## src/shared/mcu4_ctl_pkg.sv

```systemverilog
// package: opcodes, carriers, register map and timing of the control core
`default_nettype none
package mcu4_ctl_pkg;
  // ==========================================================
  // timing
  // ==========================================================
  localparam int CLK_PERIOD_NS = 10;     // core clock period
  localparam int T_INST_NS     = 10000;  // one instruction cycle
  // longest time: rounds down, never below one cycle
  localparam int CYC_DIV_RAW   = T_INST_NS / CLK_PERIOD_NS;
  localparam int CYC_DIV       = (CYC_DIV_RAW < 1) ? 1 : CYC_DIV_RAW;
  localparam int DIV_W         = 10;     // divider counter width
  localparam logic [DIV_W-1:0] DIV_LAST = DIV_W'(CYC_DIV - 1);
  localparam logic [DIV_W-1:0] DIV_ZERO = 10'h000;

  // ==========================================================
  // widths and reset values
  // ==========================================================
  localparam int NIB_W  = 4;             // 4-bit datapath
  localparam int ADDR_W = 3;             // register port address
  localparam int DATA_W = 8;             // register port data
  localparam logic [NIB_W-1:0]  NIB_ZERO  = 4'h0;
  localparam logic [DATA_W-1:0] DATA_ZERO = 8'h00;
  localparam logic              RUN_RST   = 1'b0;

  // ==========================================================
  // register map
  // ==========================================================
  localparam logic [ADDR_W-1:0] REG_CTRL  = 3'h0; // bit0 run
  localparam logic [ADDR_W-1:0] REG_XY    = 3'h1; // [7:4] y, [3:0] x
  localparam logic [ADDR_W-1:0] REG_SPARE = 3'h2; // [7:4] y sp, [3:0] x sp
  localparam logic [ADDR_W-1:0] REG_FLAGS = 3'h3; // flags and pc upper
  localparam int CTRL_RUN_BIT  = 0;
  localparam int FLG_STAT_BIT  = 0;
  localparam int FLG_CARRY_BIT = 1;
  localparam int FLG_BUSY_BIT  = 2;
  localparam int FLG_PCU_LSB   = 4;
  localparam int HI_LSB        = 4;      // upper nibble of a byte

  // ==========================================================
  // instruction classes
  // ==========================================================
  typedef enum logic [4:0] {
    OP_NOP          = 5'h00,
    OP_RAM          = 5'h01, // ram access, suffix applies
    OP_TEST_NZ      = 5'h02, // alu_nonzero_cond
    OP_TEST_C       = 5'h03, // carry out of an add
    OP_TEST_NB      = 5'h04, // no_borrow_cond
    OP_TEST_BIT     = 5'h05, // bit, pin or flag straight in
    OP_ADD_MEM_CARRY= 5'h06, // add_mem_with_carry
    OP_SUB_MEM_BORR = 5'h07, // sub_mem_with_borrow
    OP_DEC_ADJ_ADD  = 5'h08, // decimal_adjust_add
    OP_DEC_ADJ_SUB  = 5'h09, // decimal_adjust_sub
    OP_SET_CARRY    = 5'h0A, // set_carry_op
    OP_CLR_CARRY    = 5'h0B, // clear_carry_op
    OP_ROT_LEFT     = 5'h0C, // rotate_left_op
    OP_ROT_RIGHT    = 5'h0D, // rotate_right_op
    OP_BRANCH       = 5'h0E, // cond_branch_op
    OP_CALL         = 5'h0F, // conditional subroutine jump
    OP_LOAD_PCU     = 5'h10, // load_pc_upper_op
    OP_PATTERN      = 5'h11  // two-cycle pattern generation
  } op_t;

  // swap suffix on ram access
  typedef enum logic [1:0] {
    SFX_NONE = 2'h0,
    SFX_X    = 2'h1,
    SFX_Y    = 2'h2,
    SFX_XY   = 2'h3
  } sfx_t;

  // instruction word as presented by the fetch stage
  typedef struct packed {
    op_t              op;
    sfx_t             sfx;
    logic [NIB_W-1:0] imm;   // page value for the upper counter load
  } instr_t;

  // datapath results of the current instruction
  typedef struct packed {
    logic nonzero;   // alu result not zero
    logic carry;     // add overflow
    logic no_borrow; // subtract without borrow
    logic test_bit;  // tested bit, pin or flag
    logic new_carry; // carry result of the carry-changing ops
  } alu_flags_t;

  // execution sequencer, gray along exec -> pattern second cycle
  typedef enum logic [1:0] {
    ST_EXEC = 2'b00,
    ST_PAT2 = 2'b01
  } seq_t;
endpackage : mcu4_ctl_pkg
`default_nettype wire

```

## src/verilog/mcu4_instr_ctl.sv

```systemverilog
// instruction control: swaps, status and carry flags, conditional transfers
//
// Design decisions made here: the plain strobed port and the placing of the registers.
`default_nettype none
module mcu4_instr_ctl
  import mcu4_ctl_pkg::*;
(
  input  wire logic              clk_in,        // core clock
  input  wire logic              nrst_in,       // async reset, active low
  // register port
  input  wire logic [ADDR_W-1:0] reg_addr_in,   // register address
  input  wire logic [DATA_W-1:0] reg_wdata_in,  // write data
  input  wire logic              reg_wr_in,     // write strobe
  input  wire logic              reg_rd_in,     // read strobe
  output var  logic [DATA_W-1:0] reg_rdata_out, // read data, next cycle
  // instruction and datapath
  input  wire instr_t            instr_in,      // current instruction
  input  wire alu_flags_t        alu_in,        // its datapath results
  output var  logic              instr_ack_out, // instruction consumed
  output var  logic              busy_out,      // pattern second cycle
  output var  logic [NIB_W-1:0]  x_out,         // x address register
  output var  logic [NIB_W-1:0]  y_out,         // y address register
  output var  logic [NIB_W-1:0]  x_spare_out,   // x_spare_reg
  output var  logic [NIB_W-1:0]  y_spare_out,   // y_spare_reg
  output var  logic              status_out,    // status flag-flop
  output var  logic              carry_out,     // carry flag-flop
  output var  logic [NIB_W-1:0]  pc_upper_out,  // upper program counter
  output var  logic              jump_out,      // branch or call taken
  output var  logic              seq_next_out   // sequential advance
);
  // ==========================================================
  // decode helpers
  // ==========================================================
  // true for the three conditional transfers
  function automatic logic is_cond_xfer(input op_t op);
    return (op == OP_BRANCH) || (op == OP_CALL) || (op == OP_LOAD_PCU);
  endfunction : is_cond_xfer

  // true for the eight ops that may touch the carry
  function automatic logic is_carry_op(input op_t op);
    unique case (op)
      OP_ADD_MEM_CARRY, OP_SUB_MEM_BORR, OP_DEC_ADJ_ADD, OP_DEC_ADJ_SUB,
      OP_SET_CARRY, OP_CLR_CARRY, OP_ROT_LEFT, OP_ROT_RIGHT:
        return 1'b1;
      default:
        return 1'b0;
    endcase
  endfunction : is_carry_op

  // ==========================================================
  // state
  // ==========================================================
  logic       run_ff;    // software run enable
  logic       tick;      // instruction-cycle enable pulse
  seq_t       seq_ff;    // sequencer state
  logic       exec;      // an instruction completes this cycle
  logic       wr_xy;     // software load of x and y
  logic       wr_spare;  // software load of spares
  instr_t     cur;       // shorthand for the instruction
  logic       nxt_status;

  assign cur      = instr_in;
  assign wr_xy    = reg_wr_in && (reg_addr_in == REG_XY);
  assign wr_spare = reg_wr_in && (reg_addr_in == REG_SPARE);
  // pattern op completes only on its second tick
  assign exec     = tick && run_ff &&
                    ((seq_ff == ST_PAT2) || (cur.op != OP_PATTERN));

  // ==========================================================
  // instruction-cycle divider
  // ==========================================================
  inst_cycle_div u_div (
    .clk_in   (clk_in),
    .nrst_in  (nrst_in),
    .run_in   (run_ff),
    .tick_out (tick)
  );

  // ==========================================================
  // control register
  // ==========================================================
  // run bit gates the whole sequencer
  always_ff @(posedge clk_in or negedge nrst_in) begin
    if (!nrst_in) begin
      run_ff <= RUN_RST;
    end else if (reg_wr_in && (reg_addr_in == REG_CTRL)) begin
      run_ff <= reg_wdata_in[CTRL_RUN_BIT];
    end
  end

  // ==========================================================
  // sequencer
  // ==========================================================
  // pattern op holds the input for a second cycle; fetch stage must
  // keep instr_in stable until instr_ack_out
  always_ff @(posedge clk_in or negedge nrst_in) begin
    if (!nrst_in) begin
      seq_ff <= ST_EXEC;
    end else if (tick && run_ff) begin
      unique case (seq_ff)
        ST_EXEC: begin
          if (cur.op == OP_PATTERN) begin
            seq_ff <= ST_PAT2;
          end
        end
        ST_PAT2: begin
          seq_ff <= ST_EXEC;
        end
      endcase
    end
  end

  // handshake outputs
  always_ff @(posedge clk_in or negedge nrst_in) begin
    if (!nrst_in) begin
      instr_ack_out <= 1'b0;
      busy_out      <= 1'b0;
    end else begin
      instr_ack_out <= exec;
      busy_out      <= (seq_ff == ST_EXEC) ? (tick && run_ff &&
                       cur.op == OP_PATTERN) : !(tick && run_ff);
    end
  end

  // ==========================================================
  // address registers and their spares
  // ==========================================================
  // swap happens after the access, so the datapath sees old x, y
  always_ff @(posedge clk_in or negedge nrst_in) begin
    if (!nrst_in) begin
      x_out       <= NIB_ZERO;
      x_spare_out <= NIB_ZERO;
    end else if (exec && cur.op == OP_RAM &&
                 (cur.sfx == SFX_X || cur.sfx == SFX_XY)) begin
      x_out       <= x_spare_out;
      x_spare_out <= x_out;
    end else begin
      // software load loses to an executing swap
      if (wr_xy) begin
        x_out <= reg_wdata_in[NIB_W-1:0];
      end
      if (wr_spare) begin
        x_spare_out <= reg_wdata_in[NIB_W-1:0];
      end
    end
  end

  always_ff @(posedge clk_in or negedge nrst_in) begin
    if (!nrst_in) begin
      y_out       <= NIB_ZERO;
      y_spare_out <= NIB_ZERO;
    end else if (exec && cur.op == OP_RAM &&
                 (cur.sfx == SFX_Y || cur.sfx == SFX_XY)) begin
      y_out       <= y_spare_out;
      y_spare_out <= y_out;
    end else begin
      if (wr_xy) begin
        y_out <= reg_wdata_in[HI_LSB +: NIB_W];
      end
      if (wr_spare) begin
        y_spare_out <= reg_wdata_in[HI_LSB +: NIB_W];
      end
    end
  end

  // ==========================================================
  // status flag-flop
  // ==========================================================
  // judgement ops and add/subtract with carry or borrow replace status; others leave it alone
  always_comb begin
    nxt_status = status_out;
    unique case (cur.op)
      OP_TEST_NZ:       nxt_status = alu_in.nonzero;
      OP_TEST_C,
      OP_ADD_MEM_CARRY: nxt_status = alu_in.carry;
      OP_TEST_NB,
      OP_SUB_MEM_BORR:  nxt_status = alu_in.no_borrow;
      OP_TEST_BIT:      nxt_status = alu_in.test_bit;
      default:          nxt_status = status_out;
    endcase
  end

  // status is undefined on the real part; cleared here for determinism
  always_ff @(posedge clk_in or negedge nrst_in) begin
    if (!nrst_in) begin
      status_out <= 1'b0;
    end else if (exec) begin
      status_out <= nxt_status;
    end
  end

  // ==========================================================
  // carry flag-flop
  // ==========================================================
  always_ff @(posedge clk_in or negedge nrst_in) begin
    if (!nrst_in) begin
      carry_out <= 1'b0;
    end else if (exec && is_carry_op(cur.op)) begin
      unique case (cur.op)
        OP_SET_CARRY: carry_out <= 1'b1;
        OP_CLR_CARRY: carry_out <= 1'b0;
        default:      carry_out <= alu_in.new_carry;
      endcase
    end
  end

  // ==========================================================
  // conditional transfers
  // ==========================================================
  // status sampled as it stands before this instruction's update
  always_ff @(posedge clk_in or negedge nrst_in) begin
    if (!nrst_in) begin
      pc_upper_out <= NIB_ZERO;
    end else if (exec && cur.op == OP_LOAD_PCU && status_out) begin
      pc_upper_out <= cur.imm;
    end
  end

  always_ff @(posedge clk_in or negedge nrst_in) begin
    if (!nrst_in) begin
      jump_out     <= 1'b0;
      seq_next_out <= 1'b0;
    end else begin
      // upper-counter load is not itself a jump
      jump_out     <= exec && status_out && is_cond_xfer(cur.op) &&
                      (cur.op != OP_LOAD_PCU);
      seq_next_out <= exec && !(status_out && is_cond_xfer(cur.op) &&
                      (cur.op != OP_LOAD_PCU));
    end
  end

  // ==========================================================
  // register read port
  // ==========================================================
  // data stands one cycle after the strobe, zero otherwise
  always_ff @(posedge clk_in or negedge nrst_in) begin
    if (!nrst_in) begin
      reg_rdata_out <= DATA_ZERO;
    end else if (reg_rd_in) begin
      reg_rdata_out <= DATA_ZERO;
      unique case (reg_addr_in)
        REG_CTRL:  reg_rdata_out[CTRL_RUN_BIT] <= run_ff;
        REG_XY:    reg_rdata_out <= {y_out, x_out};
        REG_SPARE: reg_rdata_out <= {y_spare_out, x_spare_out};
        REG_FLAGS: begin
          reg_rdata_out[FLG_STAT_BIT]  <= status_out;
          reg_rdata_out[FLG_CARRY_BIT] <= carry_out;
          reg_rdata_out[FLG_BUSY_BIT]  <= (seq_ff == ST_PAT2);
          reg_rdata_out[FLG_PCU_LSB +: NIB_W] <= pc_upper_out;
        end
        default:   reg_rdata_out <= DATA_ZERO; // unmapped reads zero
      endcase
    end else begin
      reg_rdata_out <= DATA_ZERO;
    end
  end
endmodule : mcu4_instr_ctl
`default_nettype wire

```

## src/verilog/inst_cycle_div.sv

```systemverilog
// divider that makes the one-cycle instruction-cycle enable pulse
`default_nettype none
module inst_cycle_div
  import mcu4_ctl_pkg::*;
(
  input  wire logic clk_in,   // core clock
  input  wire logic nrst_in,  // async reset, active low
  input  wire logic run_in,   // counting enabled
  output var  logic tick_out  // one-cycle pulse per instruction cycle
);
  // ==========================================================
  // counter
  // ==========================================================
  logic [DIV_W-1:0] cnt_ff; // cycles into the current instruction

  // held at zero while stopped so the first cycle is a full one
  always_ff @(posedge clk_in or negedge nrst_in) begin
    if (!nrst_in) begin
      cnt_ff   <= DIV_ZERO;
      tick_out <= 1'b0;
    end else if (!run_in) begin
      cnt_ff   <= DIV_ZERO;
      tick_out <= 1'b0;
    end else if (cnt_ff == DIV_LAST) begin
      cnt_ff   <= DIV_ZERO;
      tick_out <= 1'b1;
    end else begin
      cnt_ff   <= cnt_ff + DIV_W'(1);
      tick_out <= 1'b0;
    end
  end
endmodule : inst_cycle_div
`default_nettype wire

```

## config.mk

```make
export PLATFORM = sky130hd
export DESIGN_NAME = mcu4_instr_ctl
export DESIGN_NICKNAME = d
export VERILOG_FILES = /design/src/shared/mcu4_ctl_pkg.sv /design/src/verilog/mcu4_instr_ctl.sv /design/src/verilog/inst_cycle_div.sv
export SDC_FILE = /design/constraint.sdc
export NUM_CORES = 1
export LEC_CHECK = 0
export BUFFER_PORTS_ARGS = -buffer_cell sky130_fd_sc_hd__buf_2
export CAP_MARGIN = 20
export CORE_MARGIN = 4
export CORE_UTILIZATION = 35
export CTS_CLUSTER_SIZE = 28
export DETAILED_ROUTE_END_ITERATION = 7
export SLEW_MARGIN = 10
export SYNTH_ARGS = -nofsm -noshare
export SYNTH_HDL_FRONTEND = slang
export SYNTH_HIERARCHICAL = 1
export SYNTH_SLANG_ARGS = --single-unit
```

## constraint.sdc

```tcl
create_clock -name clk_in -period 1.66 [get_ports clk_in]
set_input_delay 0 -clock clk_in [delete_from_list [all_inputs] [get_ports clk_in]]
set_output_delay 0 -clock clk_in [all_outputs]
set_load 0.02 [all_outputs]
```

# After elaboration in Yosys (flattened, before gate mapping)
# Memories as Yosys holds them, arrays and structs flattened.
# Cells that the tools add are included.
# classes
add_sub_neg	1
eq_ne	24
muxes	23
reduce_logical	36
# ops
op	count
$mux W4	8
$eq A5 B3 Y1 const B	4
$eq A5 B4 Y1 const B	4
$mux W10	2
$logic_and A1 B1 Y1	18
$pmux W4 S3	1
$add A10 B1 Y10 const B	1
$eq A10 B10 Y1 const B	1
$eq A5 B2 Y1 const B	2
$eq A5 B5 Y1 const B	2
$ne A5 B5 Y1 const B	2
$mux W8	1
$pmux W1 S4	2
$reduce_bool A2 Y1	4
$eq A3 B2 Y1 const B	2
$pmux W2 S3	1
$eq A5 B1 Y1 const B	1
$logic_or A1 B1 Y1	5
$eq A2 B1 Y1 const B	2
$eq A2 B2 Y1 const B	2
$mux W1	4
$pmux W1 S2	2
$pmux W2 S2	1
$reduce_and A2 Y1	2
other kinds (8)	10
# totals
reg_bits	48
mem_bits_ro	16
input_bits	31
output_inout_bits	34
elab_cells	101
mem_count	1
# memory_table
memory	depth	word_bits	rd	rd_ports_with_merged_regs	write_ports	line	text
(no name shown)	16	1	1	0	0	mcu4_instr_ctl.sv:41	unique case (op)

# Longest topological paths before layout
# Gate-level depths: netlist of run 1.
# logic_depth
word_depth	7
depth_mapped	6
ltp_nobuf	4

# By module
# Netlist of run 1, hierarchy kept.
# modules_own_cells
mod	n_inst	cells_each	area_per_inst_um2	seq_area_each_um2
mcu4_instr_ctl	1	168	1826.8	900.9
inst_cycle_div	1	54	545.5	275.3

# Worst setup path before layout of run 1
# No wires, ideal clock.
# synth_path
path_kind	register -> register
startpoint	register run_ff
endpoint	register carry_out
setup_ps	125
arrival_ps	1249
path_slack_ps	286
stages_incl_launch_ff	4
n_path_buf	0
synth_period_minus_slack_ps	1374
cell_sequence	dfrtp_1 -> nand2_1 -> or3_1 -> mux2_2
# synth_between
elab_chain_len	3
# synth_lines
item	line	text
start, declared	mcu4_instr_ctl.sv:53	logic run_ff;
start signal, assigned	mcu4_instr_ctl.sv:87	run_ff <= reg_wdata_in[CTRL_RUN_BIT];
$logic_and A1 B1 Y1 (2 in series)	mcu4_instr_ctl.sv:66	assign exec = tick && run_ff &&
$logic_and A1 B1 Y1	mcu4_instr_ctl.sv:198	end else if (exec && is_carry_op(cur.op)) begin
end signal, assigned	mcu4_instr_ctl.sv:202	default: carry_out <= alu_in.new_carry;
end, declared	mcu4_instr_ctl.sv:26	output var logic carry_out,
# Every way passes these cells.
# A chain may end at the register's enable or synchronous reset.

# Worst setup path in the final report of run 1
# layout_path
startpoint	register u_div.cnt_ff[0]
endpoint	register u_div.cnt_ff[6]
# layout_between
elab_chain_len	3
elab_cells_between_ends	4
cone_classes	add/sub: 1; eq/ne: 1; mux: 2
# layout_lines
item	line	text
start, declared	inst_cycle_div.sv:14	logic [DIV_W-1:0] cnt_ff;
start signal, assigned	inst_cycle_div.sv:28	cnt_ff <= cnt_ff + DIV_W'(1);
$add A10 B1 Y10 or $eq A10 B10 Y1 (tied branches)	inst_cycle_div.sv:28, inst_cycle_div.sv:24	
$mux W10 *	inst_cycle_div.sv:24	end else if (cnt_ff == DIV_LAST) begin
$mux W10 *	inst_cycle_div.sv:21	end else if (!run_in) begin
# Every way passes the cells marked *; elsewhere a longest branch is shown, timed or not.

==> results.json, run 1 <==
{
  "synth.most_common_cell": "dfrtp_1",
  "drc": 0,
  "initial_core_util": 0.367,
  "start_kind": "flop",
  "wl_per_cell_um": 14.4,
  "post-place-cells": 360,
  "tritoncts": "built",
  "syn-mean-instance-area_um2": 10.7,
  "async_flop_share": 1.00,
  "p_int_mw": 1.85,
  "worstSkewPairLatency_ns": 0.29,
  "ys.warnings.count": 6,
  "yosys.area.top_type": "dfrtp_1",
  "synth_ff_type": "dfrtp_1",
  "fin_skew_ns": 0.00650,
  "ios": 65,
  "finalHoldViolations": 0,
  "cts_root_buf": "clkbuf_8",
  "pwr-share-clk": 0.257,
  "fin_util": 0.457,
  "rsz0062_at_grt": "false",
  "netlist_area_mm2": 0.00237,
  "die_h_um": 90.3,
  "io_buffers": 64,
  "critPathRequiredTime_ns": 1.88,
  "fmax_mhz": 673,
  "r2r-end": "u_div/cnt_ff[6]",
  "first_pass_iters": 4,
  "finalCriticalPeriod_ns": 1.49,
  "n_antenna_cell": 0,
  "routed_via_density": 5.04,
  "totalWireLength_um": 5400,
  "crit_chain": "ha_1 -> and4bb_2 -> a41o_1 -> a21oi_1",
  "layout.cells.non_filler": 375,
  "place_area_mm2": 0.00278,
  "p_total_mw": 2.70,
  "fin_area_mm2": 0.00295,
  "grt-ovfl-total": 0,
  "die_area_mm2": 0.00816,
  "fillers": 618,
  "cts-buffers-inserted": 5,
  "cp.arrival_ns": 1.70,
  "slew_violations": 0,
  "finalCritPeriodShare": 0.895,
  "power.density_mw_per_mm2": 913,
  "setup_viol": 0,
  "p_comb_frac": 0.226,
  "rrSetupSlack_ns": 0.17,
  "ant_nets": 0,
  "hpwl_um": 4040,
  "grt_pass1_wl_um": 9350,
  "crit_path_start": "u_div/cnt_ff[0]",
  "path_clk_slew_ns": 0.08,
  "layout_setup_ws_ns": 0.174,
  "clock_path_buffers": 2,
  "worstReg2RegStart": "u_div/cnt_ff[0]",
  "htreeDepth": 2,
  "synth_fp_nets": 254,
  "place.gp.congestion": 0.771,
  "yosys.area.top_type_share": 0.496,
  "p_leak_nw": 1.39,
  "holdPathStages": 3,
  "drt_iter0_drc": 54,
  "r2r_cells": 4,
  "hold_slack_ns": 0.0194,
  "vias": 1891,
  "hp-start": "reg_wdata_in[6]",
  "ys_seq_elements": 47,
  "antenna_found_initial": 0,
  "synth_cells": 222,
  "synth_edf_count": 0,
  "core_area_mm2": 0.00646,
  "peakVddDrop_mv": 0.452,
  "critical_path.top_delay_family": "compound AO/OA/AOI/OAI gates",
  "p_seq_frac": 0.518,
  "hold_end": "y_spare_out[2]",
  "synthDistinctLibCells": 50,
  "die_w_um": 90.3,
  "rows": 29,
  "ys_seq_area_frac": 0.496,
  "p_switching_uw": 845,
  "cp_slowest_cell": "dfrtp_1",
  "hp-class": "input port to flop",
  "drive_above_1_share": 0.346,
  "slew_headroom": 0.649,
  "dp_worst_setup_slack_ns": 0.0866,
  "finalSetupTns_ns": 0,
  "switching_share": 0.313,
  "crit_fanout": 6,
  "final_nets": 330,
  "cp.depth": 4,
  "grt_max_degree": 27,
  "first_global_vias": 1882,
  "end_kind": "flop",
  "maxCapViolCount": 0,
  "grt_use_total": 0.138,
  "worstSetupPathType": "flop to flop",
  "worst_slew_pin_slew_ns": 0.527,
  "path_buf_inv": 0,
  "synth_commonest_cells": "47 x dfrtp_1, 32 x nor2_1, 20 x a21oi_1, 17 x mux2i_1, 12 x mux2_2",
  "area_growth_pct": 24.5,
  "synthTopCellsByArea": "dfrtp_1 50%, mux2i_1 7.2%, mux2_2 5.7%",
  "cts_sinks": 47,
  "critPathMaxStageDelay_ns": 0.42,
  "status": "completed"
}
[final cells by class]
type | instances | area, um^2 | area share
flip-flops and latches | 47 | 1180 | 0.398
multi-input cells | 158 | 1100 | 0.372
repair buffers | 80 | 473 | 0.160
well taps | 77 | 96.3 | 0.0326
clock buffers | 6 | 82.6 | 0.0280
inverters | 6 | 22.5 | 0.00762
clock inverters | 1 | 5.00 | 0.00169
[power groups by stage]
| stage | Combinational (mW) | Sequential, mW | Clock [mW] |
|---|---|---|---|
| 2_1_floorplan | 0.262 | 1.51 | 0 |
| 3_3_place_gp | 0.594 | 1.42 | 0 |
| 3_5_place_dp | 0.603 | 1.42 | 0 |
| 4_1_cts | 0.618 | 1.40 | 0.715 |
| 5_1_grt | 0.673 | 1.42 | 0.757 |
| 6_report | 0.609 | 1.40 | 0.692 |
[worst max path at each step]
stage | end | slack (ns)
after CTS | x_out[1] | 0.08
after detailed placement | x_out[1] | 0.09
after global routing | status_out | 0.05
after global placement | x_out[3] | 0.15
after floorplan | carry_out | 0.29
final | u_div/cnt_ff[6] | 0.17
[per-layer routing]
metal,global-route usage,up-vias,share of wire
met5,0,-,0
met1,0.194,896,0.48
met2,0.213,36,0.48
met4,0.0421,0,0.011
met3,0.0308,7,0.037
li1,-,952,-
[tightest hold or removal path: stages]
cell	delay (ns)
buf_2	0.09
mux2i_1	0.06
a21oi_1	0.13
[placed cells by master (no fill, tap or decap), types with 2 or more instances in the layout]
master         netlist  final
buf_2                4     64
dfrtp_1             47     47
nor2_1              32     32
a21oi_1             20     20
mux2i_1             17     17
mux2_2              12     12
nand2_1              9      9
dlygate4sd3_1        0      8
a22oi_1              7      7
buf_4                4      7
nand3_1              7      6
clkbuf_8             0      6
o21ai_0              5      5
inv_1                5      5
nor2b_1              4      4
xor2_1               3      3
nand4_1              3      3
nor3_4               2      2
nor4_1               2      2
o31a_1               2      2
nand3_2              1      2
and3b_1              2      2
o31ai_1              2      2
xnor2_1              2      2
or3_1                2      2
[kinds of logic (layout without fill, tap and decap cells)]
logic type | after synthesis | in the layout | synth area share
compound gates | 43 | 43 | 0.113
xor+xnor | 5 | 5 | 0.0185
fa+ha+maj | 1 | 1 | 0.00527
buf+inv | 17 | 93 | 0.0432
flops | 47 | 47 | 0.496
mux | 30 | 30 | 0.138
simple gates | 79 | 79 | 0.186
[what timing repair did]
item | CTS | global route
setup buffers | 0 | 0
gates resized for setup | 0 | 1
hold buffers | 8 | 0
endpoints found under the hold margin | 28 | 0
endpoints found under the setup margin | 0 | 8
[state kept, by name (all words and copies together), names as in the netlist, 4 cells and up]
| signal | cells |
|---|---|
| y_spare_out | 4 |
| u_div/cnt_ff | 10 |
| y_out | 4 |
| x_out | 4 |
| reg_rdata_out | 8 |
| x_spare_out | 4 |
| pc_upper_out | 4 |
Power figures use the tool's default switching activity.
==> run 2: changes to the inputs <==
Settings changed: CORE_UTILIZATION 35 to 50, CTS_CLUSTER_SIZE 28 to unset, PLACE_DENSITY set to 0.77.
==> run 2 against run 1 <==
Against the previous run:
- global-route usage rose by 5.3 points
- fmax rose by 0.68%
- clock power rose by 25%
- core utilization rose by 20 points
- critical endpoint is now u_div/cnt_ff[5]
- highest routed layer unchanged
- clock-buffer cell count did not move
- wire length rose by 0.72%
- critical path type unchanged
- flip-flop and latch count did not move
- first-iteration DRC count rose by 100%
- cell area fell by 0.13%
- cell count fell by 5.9%
- critical path depth did not move
- hold slack barely moved
==> results.json, run 2 (synthesis results as in run 1) <==
{
  "hpwl_um": 3950,
  "drt_iter0_drc": 108,
  "worstSkewPairLatency_ns": 0.30,
  "slew_headroom": 0.592,
  "routed_via_density": 5.54,
  "initial_core_util": 0.530,
  "fin_area_mm2": 0.00295,
  "place_area_mm2": 0.00275,
  "grt_use_met2": 0.316,
  "finalCritPeriodShare": 0.889,
  "crit_fanout": 6,
  "area_growth_pct": 24.4,
  "start_kind": "flop",
  "rows": 24,
  "final_cell_mix": "64 x buf_2, 47 x dfrtp_1, 32 x nor2_1, 20 x a21oi_1, 17 x mux2i_1",
  "ant_nets": 0,
  "drc": 0,
  "reg.largest.list": "u_div/cnt_ff (10), reg_rdata_out (8)",
  "worstSetupPathType": "flop to flop",
  "end_kind": "flop",
  "vias": 1954,
  "cts_root_buf": "clkbuf_8",
  "n_antenna_cell": 0,
  "grtUsageMet3": 0.0539,
  "slew_violations": 0,
  "r2r-end": "u_div/cnt_ff[5]",
  "ctsHoldBuffers": 8,
  "path_clk_slew_ns": 0.08,
  "setup_viol": 0,
  "first_pass_iters": 4,
  "grtUsageMet1": 0.242,
  "peakVddDrop_mv": 0.631,
  "finalHoldViolations": 0,
  "hp-class": "input port to flop",
  "largest_reg_flops": 10,
  "p_leak_nw": 1.41,
  "cp.arrival_ns": 1.70,
  "grt_pass1_wl_um": 9000,
  "maxCapViolCount": 0,
  "rrSetupSlack_ns": 0.18,
  "core_area_mm2": 0.00447,
  "rsz0062_at_grt": "false",
  "r2r_cells": 4,
  "worst_slew_pin_slew_ns": 0.612,
  "io_buffers": 64,
  "totalWireLength_um": 5430,
  "grt.busiest_layer": "met2",
  "die_h_um": 76.9,
  "antenna_found_initial": 0,
  "grt_max_degree": 29,
  "wl_per_cell_um": 15.4,
  "drive_above_1_share": 0.349,
  "htreeDepth": 2,
  "place.gp.congestion": 0.809,
  "worstReg2RegStart": "u_div/cnt_ff[0]",
  "cts-buffers-inserted": 5,
  "holdPathStages": 3,
  "die_w_um": 76.9,
  "tritoncts": "built",
  "status": "completed",
  "finalSetupTns_ns": 0,
  "fmax_mhz": 677,
  "first_global_vias": 1853,
  "final_nets": 332,
  "cts_sinks": 47,
  "critPathRequiredTime_ns": 1.89,
  "layout_setup_ws_ns": 0.184,
  "hold_end": "x_spare_out[2]",
  "cts_setup_buffers": 0,
  "dp_worst_setup_slack_ns": 0.199,
  "grt-ovfl-total": 0,
  "power.density_mw_per_mm2": 970,
  "cts_resized": 0,
  "fin_skew_ns": 0.00824,
  "finalCriticalPeriod_ns": 1.48,
  "die_area_mm2": 0.00591,
  "ios": 65,
  "clock_path_buffers": 2,
  "hp-start": "reg_wdata_in[2]",
  "regMostFlops": "u_div/cnt_ff",
  "grt_use_total": 0.192,
  "final_common_cell": "buf_2"
}
[run 2: cell count changes in the layout (fill, tap and decap cells not counted)]
cell,change
buf_4,+3
buf_12,-1
bufinv_16,+1
nand3_1,+1
nand3_2,-1
[run 2: layer usage]
metal / routed length, um / vias up
met4: 108 / 0
li1: - / 952
met5: 0 / -
met2: 2590 / 52
met3: 280 / 14
met1: 2460 / 936
[run 2: cell type report]
| class | instances | area, um^2 |
|---|---|---|
| inverters | 6 | 22.5 |
| repair buffers | 82 | 475 |
| fillers | 354 | 1520 |
| flip-flops and latches | 47 | 1180 |
| clock inverters | 2 | 35.0 |
| clock buffers | 6 | 82.6 |
| well taps | 52 | 65.1 |
| multi-input cells | 158 | 1090 |
[run 2: critical path, cell delays in order, from the launching register on]
cell and delay [ns]:
dfrtp_1 0.42, ha_1 0.26, and4bb_2 0.27, a41o_1 0.32, a21oi_1 0.14
[run 2: power breakdown]
part | internal, mW | leakage (nW) | total, mW | switching [mW]
sequential | 1.26 | 0.608 | 1.39 | 0.125
clock | 0.487 | 0.0612 | 0.862 | 0.374
combinational | 0.257 | 0.744 | 0.610 | 0.353
total | 2.01 | 1.41 | 2.86 | 0.852
[run 2: per-stage QoR]
step	std cells	utilization	hold WS, ns	power, mW
floorplan	222	-	-0.296	1.77
global placement	337	0.615	0.0356	2.00
detailed placement	337	0.615	0.0404	2.01
CTS	353	0.659	0.0109	2.89
global route	353	0.659	0.0138	3.01
finish	353	0.659	0.0195	2.86
[run 2: how the worst max path moves through the flow]
stage,from,end,depth (start not counted)
2_1_floorplan,run_ff,carry_out,3
3_3_place_gp,u_div/cnt_ff[0],u_div/cnt_ff[6],4
3_5_place_dp,u_div/cnt_ff[0],u_div/cnt_ff[5],4
4_1_cts,u_div/cnt_ff[0],u_div/cnt_ff[5],4
5_1_grt,u_div/cnt_ff[0],u_div/cnt_ff[6],4
6_report,u_div/cnt_ff[0],u_div/cnt_ff[5],4
==> run 3: changes to the inputs <==
Settings changed: CORE_UTILIZATION 50 to 47, PLACE_DENSITY 0.77 to 0.76.
Clock period 1.66 ns to 1.2 ns, I/O delays scaled along.
==> run 3 against run 2 <==
Against the previous run:
- the flow now finishes with violations (setup timing)
- global-route usage decreased by 0.11 points
- wire length is 7.2% higher
- core utilization grew 2.6 points
- first-iteration DRC count down 1.9%
- non-clock buffer count is 23 higher
- fmax increased by 12%
- cell area grew 12%
- hold slack lost 0.0072 ns
- clock skew barely moved
- largest power group unchanged
- highest routed layer unchanged
==> results.json, run 3 (synthesis results as in run 1) <==
{
  "die_w_um": 79.0,
  "area_growth_pct": 39.2,
  "wl_per_cell_um": 14.9,
  "cp-endpoint": "u_div/cnt_ff[6]",
  "pwr-share-clk": 0.248,
  "worst_slew_pin_slew_ns": 0.378,
  "antenna_found_initial": 0,
  "routed_via_density": 5.20,
  "drc": 0,
  "slew_headroom": 0.747,
  "place.gp.congestion": 0.827,
  "place_area_mm2": 0.00298,
  "final_cell_mix": "64 x buf_2, 45 x dfrtp_1, 30 x buf_4, 17 x mux2i_1, 17 x a21oi_1",
  "fmax_mhz": 762,
  "violations": "setup timing",
  "worstReg2RegStart": "u_div/cnt_ff[0]",
  "finalCritPeriodShare": 1.09,
  "ant_nets": 0,
  "fin_skew_ns": 0.00865,
  "grt_pass1_wl_um": 9210,
  "peakVddDrop_mv": 0.871,
  "core_area_mm2": 0.00482,
  "maxCapViolCount": 0,
  "critical_path.top_delay_family": "flip-flops",
  "cts-buffers-inserted": 5,
  "path_buf_inv": 0,
  "critPathRequiredTime_ns": 1.39,
  "drt_iter0_drc": 106,
  "finalCriticalPeriod_ns": 1.31,
  "power.density_mw_per_mm2": 1210,
  "crit_path_start": "u_div/cnt_ff[0]",
  "rows": 25,
  "switching_share": 0.335,
  "largest_reg_flops": 10,
  "start_kind": "flop",
  "p_int_mw": 2.65,
  "hp-class": "input port to flop",
  "end_kind": "flop",
  "first_global_vias": 1969,
  "drive_above_1_share": 0.500,
  "finalHoldViolations": 0,
  "totalWireLength_um": 5830,
  "n_antenna_cell": 0,
  "htreeDepth": 2,
  "path_clk_slew_ns": 0.09,
  "slew_violations": 0,
  "post-place-cells": 372,
  "worstSkewPairLatency_ns": 0.31,
  "die_area_mm2": 0.00625,
  "fin_area_mm2": 0.00330,
  "die_h_um": 79.0,
  "ios": 65,
  "rsz0062_at_grt": "true",
  "crit_fanout": 6,
  "vias": 2034,
  "dp_worst_setup_slack_ns": -0.134,
  "p_leak_nw": 1.53,
  "r2r-end": "u_div/cnt_ff[6]",
  "final_nets": 355,
  "grt_max_degree": 48,
  "regMostFlops": "u_div/cnt_ff",
  "clock_path_buffers": 2,
  "grt_use_total": 0.190,
  "worstSetupPathType": "flop to flop",
  "cp.arrival_ns": 1.51,
  "tritoncts": "built",
  "r2r_cells": 4,
  "hpwl_um": 4110,
  "io_buffers": 64,
  "initial_core_util": 0.492,
  "p_comb_frac": 0.269,
  "cts_sinks": 47,
  "crit_chain": "ha_2 -> and4bb_2 -> a41o_4 -> a21oi_1",
  "reg.largest.list": "u_div/cnt_ff (10), reg_rdata_out (8)",
  "p_switching_mw": 1.34,
  "cp.depth": 4,
  "first_pass_iters": 4,
  "layout_setup_ws_ns": -0.113,
  "p_seq_frac": 0.483,
  "grt-ovfl-total": 0,
  "setup_viol": 12,
  "cts_root_buf": "clkbuf_8",
  "critPathMaxStageDelay_ns": 0.37,
  "cp_slowest_cell": "dfrtp_1",
  "rrSetupSlack_ns": -0.11,
  "final_common_cell": "buf_2",
  "layout.cells.non_filler": 391,
  "status": "finished, violations left"
}
[run 3: per-stage QoR]
| step | power [mW] | util | setup TNS, ns | hold slack, ns |
|---|---|---|---|---|
| global placement | 2.88 | 0.618 | -0.574 | -0.00213 |
| detailed placement | 2.91 | 0.618 | -1.07 | 0.000118 |
| floorplan | 2.46 | - | -0.619 | -0.296 |
| finish | 3.99 | 0.686 | -0.955 | 0.0123 |
| global route | 4.20 | 0.686 | -2.18 | 0.00927 |
| CTS | 3.94 | 0.663 | -0.871 | 0.00132 |
[run 3: routing by layer]
layer	track usage	part of all wire
met2	0.306	0.50
met4	0.0567	0.011
met1	0.251	0.44
met5	0	0
met3	0.0533	0.049
[run 3: what timing repair did]
item | in CTS | in global routing
endpoints found under the setup margin | 13 | 33
pin swaps | 3 | 3
buffers inserted | 2 | 1
hold buffers | 8 | 0
endpoints found under the hold margin | 54 | 0
resized for setup | 6 | 29
[run 3: power by group through the flow]
stage | sequential, mW | combinational [mW] | clock, mW
6_report | 1.93 | 1.07 | 0.990
4_1_cts | 1.90 | 1.03 | 1.00
3_3_place_gp | 1.93 | 0.955 | 0
3_5_place_dp | 1.94 | 0.976 | 0
2_1_floorplan | 2.10 | 0.366 | 0
5_1_grt | 1.96 | 1.17 | 1.07
[run 3: tightest hold or removal path, delay by kind of cell]
family / cells / cell delay (ns)
multiplexers: 1 / 0.06
buffers and inverters: 1 / 0.09
AO/OA/AOI/OAI: 1 / 0.13
[run 3: cell type report]
| class | instances | area [um^2] |
|---|---|---|
| clock inverter | 3 | 23.8 |
| inverter | 6 | 22.5 |
| sequential | 47 | 1180 |
| multi-input combinational | 158 | 1240 |
| fill | 379 | 1510 |
| clock buffer | 5 | 68.8 |
| timing repair buffer | 105 | 686 |
| tap | 67 | 83.8 |
[run 3: worst min-delay path by stage]
stage	end	cells past startpoint	startpoint	slack [ns]
6_report	x_spare_out[1]	3	reg_wdata_in[1]	0.01
3_3_place_gp	y_spare_out[1]	2	nrst_in	-0.002
2_1_floorplan	busy_out	0	nrst_in	-0.30
5_1_grt	x_out[1]	3	reg_wdata_in[1]	0.009
4_1_cts	y_spare_out[1]	3	reg_wdata_in[5]	0.001
3_5_place_dp	y_spare_out[1]	2	nrst_in	0.0001
